--- config.mk ---
export PLATFORM = sky130hd
export DESIGN_NAME = power_monitor_i2c_command_slave
export DESIGN_NICKNAME = d
export VERILOG_FILES = /design/src/hw/pmon_i2c_pkg.sv /design/src/hw/power_monitor_i2c_command_slave.sv
export SDC_FILE = /design/constraint.sdc
export NUM_CORES = 1
export LEC_CHECK = 0
export ABC_AREA = 1
export BUFFER_PORTS_ARGS = -buffer_cell sky130_fd_sc_hd__buf_2
export CAP_MARGIN = 40
export CORE_AREA = 2 2 110 112
export DETAILED_ROUTE_END_ITERATION = 7
export DIE_AREA = 0 0 112 114
export HOLD_SLACK_MARGIN = 0.05
export PLACE_DENSITY = 0.73
export SLEW_MARGIN = 25
export SYNTH_ARGS = -nofsm -noshare
export SYNTH_HDL_FRONTEND = slang
export SYNTH_SLANG_ARGS = --single-unit
--- constraint.sdc ---
create_clock -name REF_CLK -period 3.35 [get_ports REF_CLK]
set_clock_uncertainty 0.05 [all_clocks]
set_input_delay 0.5025 -clock REF_CLK [delete_from_list [all_inputs] [get_ports REF_CLK]]
set_output_delay 0.5025 -clock REF_CLK [all_outputs]
set_load 0.1 [all_outputs]
--- src/hw/pmon_i2c_pkg.sv ---
package pmon_i2c_pkg;

    localparam int          CLK_PERIOD_NS    = 4;
    // Strap pins are static; a short settle after reset is enough
    localparam int          STRAP_SETTLE_NS  = 200;
    localparam int          STRAP_SETTLE_CYC = (STRAP_SETTLE_NS + CLK_PERIOD_NS - 1) / CLK_PERIOD_NS;
    localparam int          STRAP_CNT_W      = 8;
    localparam int          FAST_MODE_KHZ    = 400;
    localparam int          SCL_PERIOD_CYC   = 1000000 / (FAST_MODE_KHZ * CLK_PERIOD_NS);

    localparam logic [2:0]  ADDR_PREFIX      = 3'h4;
    localparam logic [6:0]  CMD_RESET        = 7'h00;
    localparam logic [7:0]  RD_FILL          = 8'h00;
    localparam logic [3:0]  BITS_PER_BYTE    = 4'h8;
    localparam logic [3:0]  LAST_TX_BIT      = 4'h7;

    localparam int          CMD_VOLT_CONT    = 0;
    localparam int          CMD_VOLT_ONCE    = 1;
    localparam int          CMD_CURR_CONT    = 2;
    localparam int          CMD_CURR_ONCE    = 3;
    localparam int          CMD_VOLT_RANGE   = 4;
    localparam int          CMD_STATUS_RD    = 6;
    localparam int          CMD_EXT_FLAG     = 7;
    localparam logic [1:0]  EXT_SEL_NONE     = 2'h0;

    // Gray codes along idle, address, ack, data
    typedef enum logic [2:0] {
        ST_IDLE     = 3'h0,
        ST_ADDR     = 3'h1,
        ST_ADDR_ACK = 3'h3,
        ST_WR_BYTE  = 3'h2,
        ST_WR_ACK   = 3'h6,
        ST_RD_BYTE  = 3'h7,
        ST_RD_ACK   = 3'h5
    } i2c_state_t;

endpackage

--- src/hw/power_monitor_i2c_command_slave.sv ---
`timescale 1ns/100ps
module power_monitor_i2c_command_slave (
    input  wire logic        REF_CLK,
    input  wire logic        RESETN,
    input  wire logic        CE,
    input  wire logic        SCL,
    input  wire logic        SDA_IN,
    output logic             SDA_OUT,
    output logic             SDA_OE,
    input  wire logic [1:0]  ADDR_STRAP_LOW,
    input  wire logic [1:0]  ADDR_STRAP_HIGH,
    input  wire logic        ADC_VOLT_DONE,
    input  wire logic [11:0] ADC_VOLT_DATA,
    input  wire logic        ADC_CURR_DONE,
    input  wire logic [11:0] ADC_CURR_DATA,
    input  wire logic [7:0]  ALERT_STATUS,
    output logic             VOLT_CONTINUOUS,
    output logic             CURR_CONTINUOUS,
    output logic             VOLT_ONCE_REQ,
    output logic             CURR_ONCE_REQ,
    output logic             VOLT_DIVIDER_SELECT,
    output logic             EXT_WR_STROBE,
    output logic [1:0]       EXT_WR_SEL,
    output logic [7:0]       EXT_WR_DATA
);

    logic [1:0]                         scl_sync, sda_sync, byte_idx, wr_idx, chan_sel, ext_sel, next_idx;
    logic [3:0]                         strap_meta, strap_sync, bitcnt;
    logic [pmon_i2c_pkg::STRAP_CNT_W-1:0] strap_cnt;
    logic [6:0]                         own_addr, cfg;
    logic [7:0]                         rx_shift, tx_shift, wr_byte, next_tx;
    logic [11:0]                        volt_res, curr_res;
    pmon_i2c_pkg::i2c_state_t           state;
    logic                               scl_d, sda_d, scl_s, sda_s, scl_rise, scl_fall, start_det, stop_det;
    logic                               addr_ready, rd_dir, master_ack, wr_valid, ext_pend, once_busy, cmd_take;

    // Readback formatting; chan is {current, voltage}
    function automatic logic [7:0] read_byte(
        input logic [1:0]  idx,
        input logic        stat,
        input logic [1:0]  chan,
        input logic [11:0] v,
        input logic [11:0] i,
        input logic [7:0]  st
    );
        read_byte = pmon_i2c_pkg::RD_FILL;
        if (stat) begin
            if (idx == 2'h0) begin
                read_byte = st;
            end
        end else if (chan == 2'h3) begin
            case (idx)
                2'h0:    read_byte = v[11:4];
                2'h1:    read_byte = i[11:4];
                2'h2:    read_byte = {v[3:0], i[3:0]};
                default: read_byte = pmon_i2c_pkg::RD_FILL;
            endcase
        end else if (chan != 2'h0) begin
            if (idx == 2'h0) begin
                read_byte = chan[0] ? v[11:4] : i[11:4];
            end else if (idx == 2'h1) begin
                read_byte = chan[0] ? {v[3:0], 4'h0} : {i[3:0], 4'h0};
            end
        end
    endfunction

    // Oversampling at 250 MHz leaves hundreds of samples per 400 kHz bit
    always_ff @(posedge REF_CLK or negedge RESETN) begin
        if (!RESETN) begin
            scl_sync <= 2'h3;
            sda_sync <= 2'h3;
            scl_d    <= 1'b1;
            sda_d    <= 1'b1;
        end else if (CE) begin
            scl_sync <= {scl_sync[0], SCL};
            sda_sync <= {sda_sync[0], SDA_IN};
            scl_d    <= scl_sync[1];
            sda_d    <= sda_sync[1];
        end
    end

    assign scl_s     = scl_sync[1];
    assign sda_s     = sda_sync[1];
    assign scl_rise  = scl_s && !scl_d;
    assign scl_fall  = !scl_s && scl_d;
    assign start_det = scl_s && scl_d && sda_d && !sda_s;
    assign stop_det  = scl_s && scl_d && !sda_d && sda_s;
    assign once_busy = cfg[pmon_i2c_pkg::CMD_VOLT_ONCE] || cfg[pmon_i2c_pkg::CMD_CURR_ONCE];
    assign next_idx  = (state == pmon_i2c_pkg::ST_ADDR_ACK) ? 2'h0 :
                       ((byte_idx == 2'h3) ? 2'h3 : byte_idx + 2'h1);
    assign next_tx   = read_byte(next_idx, cfg[pmon_i2c_pkg::CMD_STATUS_RD], chan_sel,
                                 volt_res, curr_res, ALERT_STATUS);

    always_ff @(posedge REF_CLK or negedge RESETN) begin
        if (!RESETN) begin
            strap_meta <= 4'h0;
            strap_sync <= 4'h0;
        end else if (CE) begin
            strap_meta <= {ADDR_STRAP_HIGH, ADDR_STRAP_LOW};
            strap_sync <= strap_meta;
        end
    end

    // Captured once; later strap movement cannot move the address
    always_ff @(posedge REF_CLK or negedge RESETN) begin
        if (!RESETN) begin
            strap_cnt  <= '0;
            addr_ready <= 1'b0;
            own_addr   <= 7'h00;
        end else if (CE && !addr_ready) begin
            if (strap_cnt == pmon_i2c_pkg::STRAP_SETTLE_CYC[pmon_i2c_pkg::STRAP_CNT_W-1:0]) begin
                own_addr   <= {pmon_i2c_pkg::ADDR_PREFIX, strap_sync};
                addr_ready <= 1'b1;
            end else begin
                strap_cnt <= strap_cnt + 1'b1;
            end
        end
    end

    always_ff @(posedge REF_CLK or negedge RESETN) begin
        if (!RESETN) begin
            state      <= pmon_i2c_pkg::ST_IDLE;
            bitcnt     <= 4'h0;
            rx_shift   <= 8'h00;
            tx_shift   <= 8'h00;
            rd_dir     <= 1'b0;
            byte_idx   <= 2'h0;
            master_ack <= 1'b0;
            SDA_OE     <= 1'b0;
            wr_valid   <= 1'b0;
            wr_byte    <= 8'h00;
            wr_idx     <= 2'h0;
        end else if (CE) begin
            wr_valid <= 1'b0;
            if (stop_det) begin
                state  <= pmon_i2c_pkg::ST_IDLE;
                SDA_OE <= 1'b0;
            end else if (start_det) begin
                state  <= pmon_i2c_pkg::ST_ADDR;
                bitcnt <= 4'h0;
                SDA_OE <= 1'b0;
            end else begin
                case (state)
                    pmon_i2c_pkg::ST_ADDR: begin
                        if (scl_rise) begin
                            rx_shift <= {rx_shift[6:0], sda_s};
                            bitcnt   <= bitcnt + 4'h1;
                        end else if (scl_fall && bitcnt == pmon_i2c_pkg::BITS_PER_BYTE) begin
                            // Reads are refused while a one-shot conversion runs
                            if (addr_ready && rx_shift[7:1] == own_addr &&
                                !(rx_shift[0] && once_busy)) begin
                                state  <= pmon_i2c_pkg::ST_ADDR_ACK;
                                SDA_OE <= 1'b1;
                                rd_dir <= rx_shift[0];
                            end else begin
                                state <= pmon_i2c_pkg::ST_IDLE;
                            end
                        end
                    end
                    pmon_i2c_pkg::ST_ADDR_ACK: begin
                        if (scl_fall) begin
                            bitcnt   <= 4'h0;
                            byte_idx <= next_idx;
                            if (rd_dir) begin
                                tx_shift <= next_tx;
                                SDA_OE   <= !next_tx[7];
                                state    <= pmon_i2c_pkg::ST_RD_BYTE;
                            end else begin
                                SDA_OE <= 1'b0;
                                state  <= pmon_i2c_pkg::ST_WR_BYTE;
                            end
                        end
                    end
                    pmon_i2c_pkg::ST_WR_BYTE: begin
                        if (scl_rise) begin
                            rx_shift <= {rx_shift[6:0], sda_s};
                            bitcnt   <= bitcnt + 4'h1;
                        end else if (scl_fall && bitcnt == pmon_i2c_pkg::BITS_PER_BYTE) begin
                            state    <= pmon_i2c_pkg::ST_WR_ACK;
                            SDA_OE   <= 1'b1;
                            wr_valid <= 1'b1;
                            wr_byte  <= rx_shift;
                            wr_idx   <= byte_idx;
                            byte_idx <= (byte_idx == 2'h3) ? 2'h3 : byte_idx + 2'h1;
                        end
                    end
                    pmon_i2c_pkg::ST_WR_ACK: begin
                        if (scl_fall) begin
                            SDA_OE <= 1'b0;
                            bitcnt <= 4'h0;
                            state  <= pmon_i2c_pkg::ST_WR_BYTE;
                        end
                    end
                    pmon_i2c_pkg::ST_RD_BYTE: begin
                        if (scl_fall) begin
                            if (bitcnt == pmon_i2c_pkg::LAST_TX_BIT) begin
                                SDA_OE <= 1'b0;
                                state  <= pmon_i2c_pkg::ST_RD_ACK;
                            end else begin
                                tx_shift <= {tx_shift[6:0], 1'b0};
                                SDA_OE   <= !tx_shift[6];
                                bitcnt   <= bitcnt + 4'h1;
                            end
                        end
                    end
                    pmon_i2c_pkg::ST_RD_ACK: begin
                        if (scl_rise) begin
                            master_ack <= !sda_s;
                        end else if (scl_fall) begin
                            if (master_ack) begin
                                tx_shift <= next_tx;
                                SDA_OE   <= !next_tx[7];
                                byte_idx <= next_idx;
                                bitcnt   <= 4'h0;
                                state    <= pmon_i2c_pkg::ST_RD_BYTE;
                            end else begin
                                state <= pmon_i2c_pkg::ST_IDLE;
                            end
                        end
                    end
                    default: begin
                        state <= pmon_i2c_pkg::ST_IDLE;
                    end
                endcase
            end
        end
    end
    assign cmd_take = wr_valid && wr_idx == 2'h0 && !wr_byte[pmon_i2c_pkg::CMD_EXT_FLAG];
    // A new command overrides a completion arriving in the same cycle
    always_ff @(posedge REF_CLK or negedge RESETN) begin
        if (!RESETN) begin
            cfg      <= pmon_i2c_pkg::CMD_RESET;
            chan_sel <= 2'h0;
        end else if (CE) begin
            if (cmd_take) begin
                cfg      <= wr_byte[6:0];
                chan_sel <= {wr_byte[pmon_i2c_pkg::CMD_CURR_CONT] || wr_byte[pmon_i2c_pkg::CMD_CURR_ONCE],
                             wr_byte[pmon_i2c_pkg::CMD_VOLT_CONT] || wr_byte[pmon_i2c_pkg::CMD_VOLT_ONCE]};
            end else begin
                if (ADC_VOLT_DONE) begin
                    cfg[pmon_i2c_pkg::CMD_VOLT_ONCE] <= 1'b0;
                end
                if (ADC_CURR_DONE) begin
                    cfg[pmon_i2c_pkg::CMD_CURR_ONCE] <= 1'b0;
                end
            end
        end
    end
    assign VOLT_CONTINUOUS     = cfg[pmon_i2c_pkg::CMD_VOLT_CONT];
    assign CURR_CONTINUOUS     = cfg[pmon_i2c_pkg::CMD_CURR_CONT];
    assign VOLT_DIVIDER_SELECT = cfg[pmon_i2c_pkg::CMD_VOLT_RANGE];
    always_ff @(posedge REF_CLK or negedge RESETN) begin
        if (!RESETN) begin
            VOLT_ONCE_REQ <= 1'b0;
            CURR_ONCE_REQ <= 1'b0;
            SDA_OUT       <= 1'b0;
        end else if (CE) begin
            VOLT_ONCE_REQ <= cmd_take && wr_byte[pmon_i2c_pkg::CMD_VOLT_ONCE];
            CURR_ONCE_REQ <= cmd_take && wr_byte[pmon_i2c_pkg::CMD_CURR_ONCE];
            SDA_OUT       <= 1'b0;
        end
    end
    // Results are live: an update mid-read may mix old and new samples
    always_ff @(posedge REF_CLK or negedge RESETN) begin
        if (!RESETN) begin
            volt_res <= 12'h000;
            curr_res <= 12'h000;
        end else if (CE) begin
            if (ADC_VOLT_DONE) begin
                volt_res <= ADC_VOLT_DATA;
            end else if (cmd_take) begin
                volt_res <= 12'h000;
            end
            if (ADC_CURR_DONE) begin
                curr_res <= ADC_CURR_DATA;
            end else if (cmd_take) begin
                curr_res <= 12'h000;
            end
        end
    end
    always_ff @(posedge REF_CLK or negedge RESETN) begin
        if (!RESETN) begin
            ext_pend      <= 1'b0;
            ext_sel       <= pmon_i2c_pkg::EXT_SEL_NONE;
            EXT_WR_STROBE <= 1'b0;
            EXT_WR_SEL    <= pmon_i2c_pkg::EXT_SEL_NONE;
            EXT_WR_DATA   <= 8'h00;
        end else if (CE) begin
            EXT_WR_STROBE <= 1'b0;
            if (wr_valid && wr_idx == 2'h0) begin
                ext_pend <= wr_byte[pmon_i2c_pkg::CMD_EXT_FLAG];
                ext_sel  <= wr_byte[1:0];
            end else if (wr_valid && wr_idx == 2'h1) begin
                ext_pend <= 1'b0;
                if (ext_pend && !wr_byte[7] && ext_sel != pmon_i2c_pkg::EXT_SEL_NONE) begin
                    EXT_WR_STROBE <= 1'b1;
                    EXT_WR_SEL    <= ext_sel;
                    EXT_WR_DATA   <= wr_byte;
                end
            end
        end
    end
endmodule

==> reports/metrics.yaml <==
worstMarginPinSlew_ns: 0.646
postSynthCellCount: 726
synth-edff-count: 0
final_antenna_net_count: 0
hold_buffers: 0
cellLeakagePower_uw: 0.00343
stdcell_area_sq_mm: 0.00668
first_pass_iters: 5
coreArea_sq_mm: 0.0117
p_int_uw: 3000
syn_nets: 773
yosysMostFrequentCell: "nand2_1"
finalHoldViolations: 0
grt-ovfl-total: 0
cts_made_buffers: 17
syn_to_final_growth_pct: 18.1
final-setup-viol-count: 0
drt-total-wl_um: 13400
dieArea_sq_mm: 0.0128
crit_top_cell: "nand3_1"
path_class: "reg2reg"
pwr-share-clk_pct: 47.2
gp_congestion: 0.903
n_antenna_cell: 0
period_share_pct: 64.2
drc: 0
fp.dieW_um: 112
drt_iter0_markers: 398
cts_buffer_depth: 2
vias: 4966
cts_resized: 0
syn_avg_cell_area_sq_um: 7.79
rsz0062_at_grt: "false"
drive_gt1_share_pct: 16.6
die_h_um: 114
wire_per_inst_um: 14.3
ir_drop_mv: 0.443
end_kind: "flop"
clk_latency_ns: 0.42
fin_util_pct: 57.0
power.switching_uw: 1080
rows: 40
grt_pass1_wl_um: 22600
ys_seq_area_share_pct: 50.1
r2r_start: "scl_d$_DFFE_PN1P_"
synth_warnings: 0
cp_cell_sequence: "inv_1, nor2_2, nand3_1, nor3_1, nand3_1, o21ai_0"
p_comb_share_pct: 12.9
cts_root_buf: "clkbuf_16"
synthTopCellsByArea: "dfrtp_1 (47%), nand2_1 (15%), nand3_1 (6.1%)"
tns_ns: 0
cts.sinks: 113
worstSetupStartpointType: "flop"
dpl_cell_area_sq_mm: 0.00604
r2r.worst_path.cells: 6
netlist_area_sq_mm: 0.00566
slew_viol_final: 0
cts_tree: "built"
switching_share_pct: 26.5
fillerInstances: 1060
ys_top_cells_by_count: "nand2_1 (231), dfrtp_1 (107), nand3_1 (69)"
grt_max_degree: 70
synth_ff_type: "dfrtp_1"
port_buffers: 59
clk_pin_slew_ns: 0.06
antenna_found_initial: 0
synth_top_area_share_pct: 47.3
relSlewSlack_pct: 56.8
ys_ff_latch: 113
status: "finished, final reports clean"
p_total_uw: 4090
fmax_mhz: 465
avgViaCountPerCell: 5.28
cpPeakStageDelay_ns: 0.54
dp_slack_ns: 1.22
p_per_area_mw_per_mm2: 612
io_pins: 61
synth.distinct_cells: 42
path_max_fanout: 21
postCtsSetupBuffers: 0
timing.rr.end: "wr_byte[1]$_DFFE_PN0P_"
worstPathArrival_ns: 2.43
seq_power_share_pct: 39.9
synthArstFlopShare_pct: 100
finalCriticalPeriod_ns: 2.15
yosysTopAreaCell: "dfrtp_1"
htreeDepth: 4
max_cap_violations: 0
hp-class: "in2async"
grt_usage_pct: 22.3
dp_hpwl_um: 9420
initial_core_util_pct: 48.3
r2r_slack_ns: 1.20
worstPathRequired_ns: 3.63
grt_pass1_vias: 4822
cp_slowest_cell: "dfstp_2"
postLayoutSetupSlackWorst_ns: 1.20
final_nets: 829
## per-stage QoR
step / hold WS, ns / std cells
6_report: 0.0386 / 941
5_1_grt: 0.0838 / 941
4_1_cts: 0.0619 / 941
3_5_place_dp: 0.408 / 910
3_3_place_gp: 0.405 / 910
2_1_floorplan: 0.157 / 726
## cell usage in the layout (no fill, tap or decap), drive strengths merged, types with 5 or more instances in the layout
master  Yosys  routed
o21ai      75      75
o211ai      7       7
buf        11      61
nand3      72      72
inv        77      77
nor2       64      64
clkbuf     13      21
a31oi       5       5
a21oi      19      19
nand2     236     236
dfstp       6       6
dfrtp     107     107
clkinv      1       6
## metal layers
metal	global-route usage, %	share of wire [%]	vias to the layer above
met5	0	0	-
met4	9.51	2.5	0
met3	6.16	6.6	34
met2	37.3	48	161
met1	27.4	43	2330
li1	-	-	2441
## worst max-delay path by stage
stage / startpoint / end / slack, ns / depth (start not counted)
finish: scl_d$_DFFE_PN1P_ / wr_byte[1]$_DFFE_PN0P_ / 1.20 / 6
global route: scl_d$_DFFE_PN1P_ / wr_byte[1]$_DFFE_PN0P_ / 0.89 / 7
CTS: scl_d$_DFFE_PN1P_ / wr_byte[1]$_DFFE_PN0P_ / 1.20 / 6
detailed placement: scl_d$_DFFE_PN1P_ / wr_byte[1]$_DFFE_PN0P_ / 1.22 / 6
global placement: scl_d$_DFFE_PN1P_ / wr_byte[7]$_DFFE_PN0P_ / 1.30 / 7
floorplan: scl_d$_DFFE_PN1P_ / wr_idx[1]$_DFFE_PN0P_ / 1.75 / 8
## worst max-delay path: cells and delay by family, from the launching register on
family,cells,cell delay (ns)
AO/OA/AOI/OAI,1,0.35
AND/OR/NAND/NOR,4,1.05
flip-flops,1,0.54
buffers and inverters,1,0.06
## flip-flops by register name (all words and copies together), names as in the netlist, 3 cells and up
signal	cells
strap_sync	4
cfg	6
strap_cnt	8
wr_byte	8
strap_meta	4
tx_shift	7
curr_res	12
rx_shift	8
bitcnt	4
state	3
own_addr	4
EXT_WR_DATA	8
volt_res	12
## cell type report
class | count | area (sq um) | area share (%)
flip-flops and latches | 113 | 2840 | 42.4
multi-input cells | 511 | 2400 | 36.0
clock buffers | 21 | 480 | 7.19
repair buffers | 61 | 325 | 4.87
inverters | 78 | 295 | 4.42
well taps | 147 | 184 | 2.75
clock inverters | 10 | 156 | 2.34
## power by group through the flow
stage,combinational [uW],sequential (uW),clock (uW)
after floorplan,335,1660,0
after global placement,510,1640,0
after detailed placement,527,1640,0
after CTS,530,1630,1960
after global routing,602,1640,2030
final,529,1630,1930
## cells by family after synthesis
group | synth area share (%)
AOI/OAI and AO/OA | 11.2
xor gates and xnor gates | 1.24
adders and majority gates | 0.885
buffers and inverters | 7.39
DFF | 50.1
other | 0.0663
and+or+nand+nor | 29.1
Note: power is estimated with default switching activity, not from simulation.
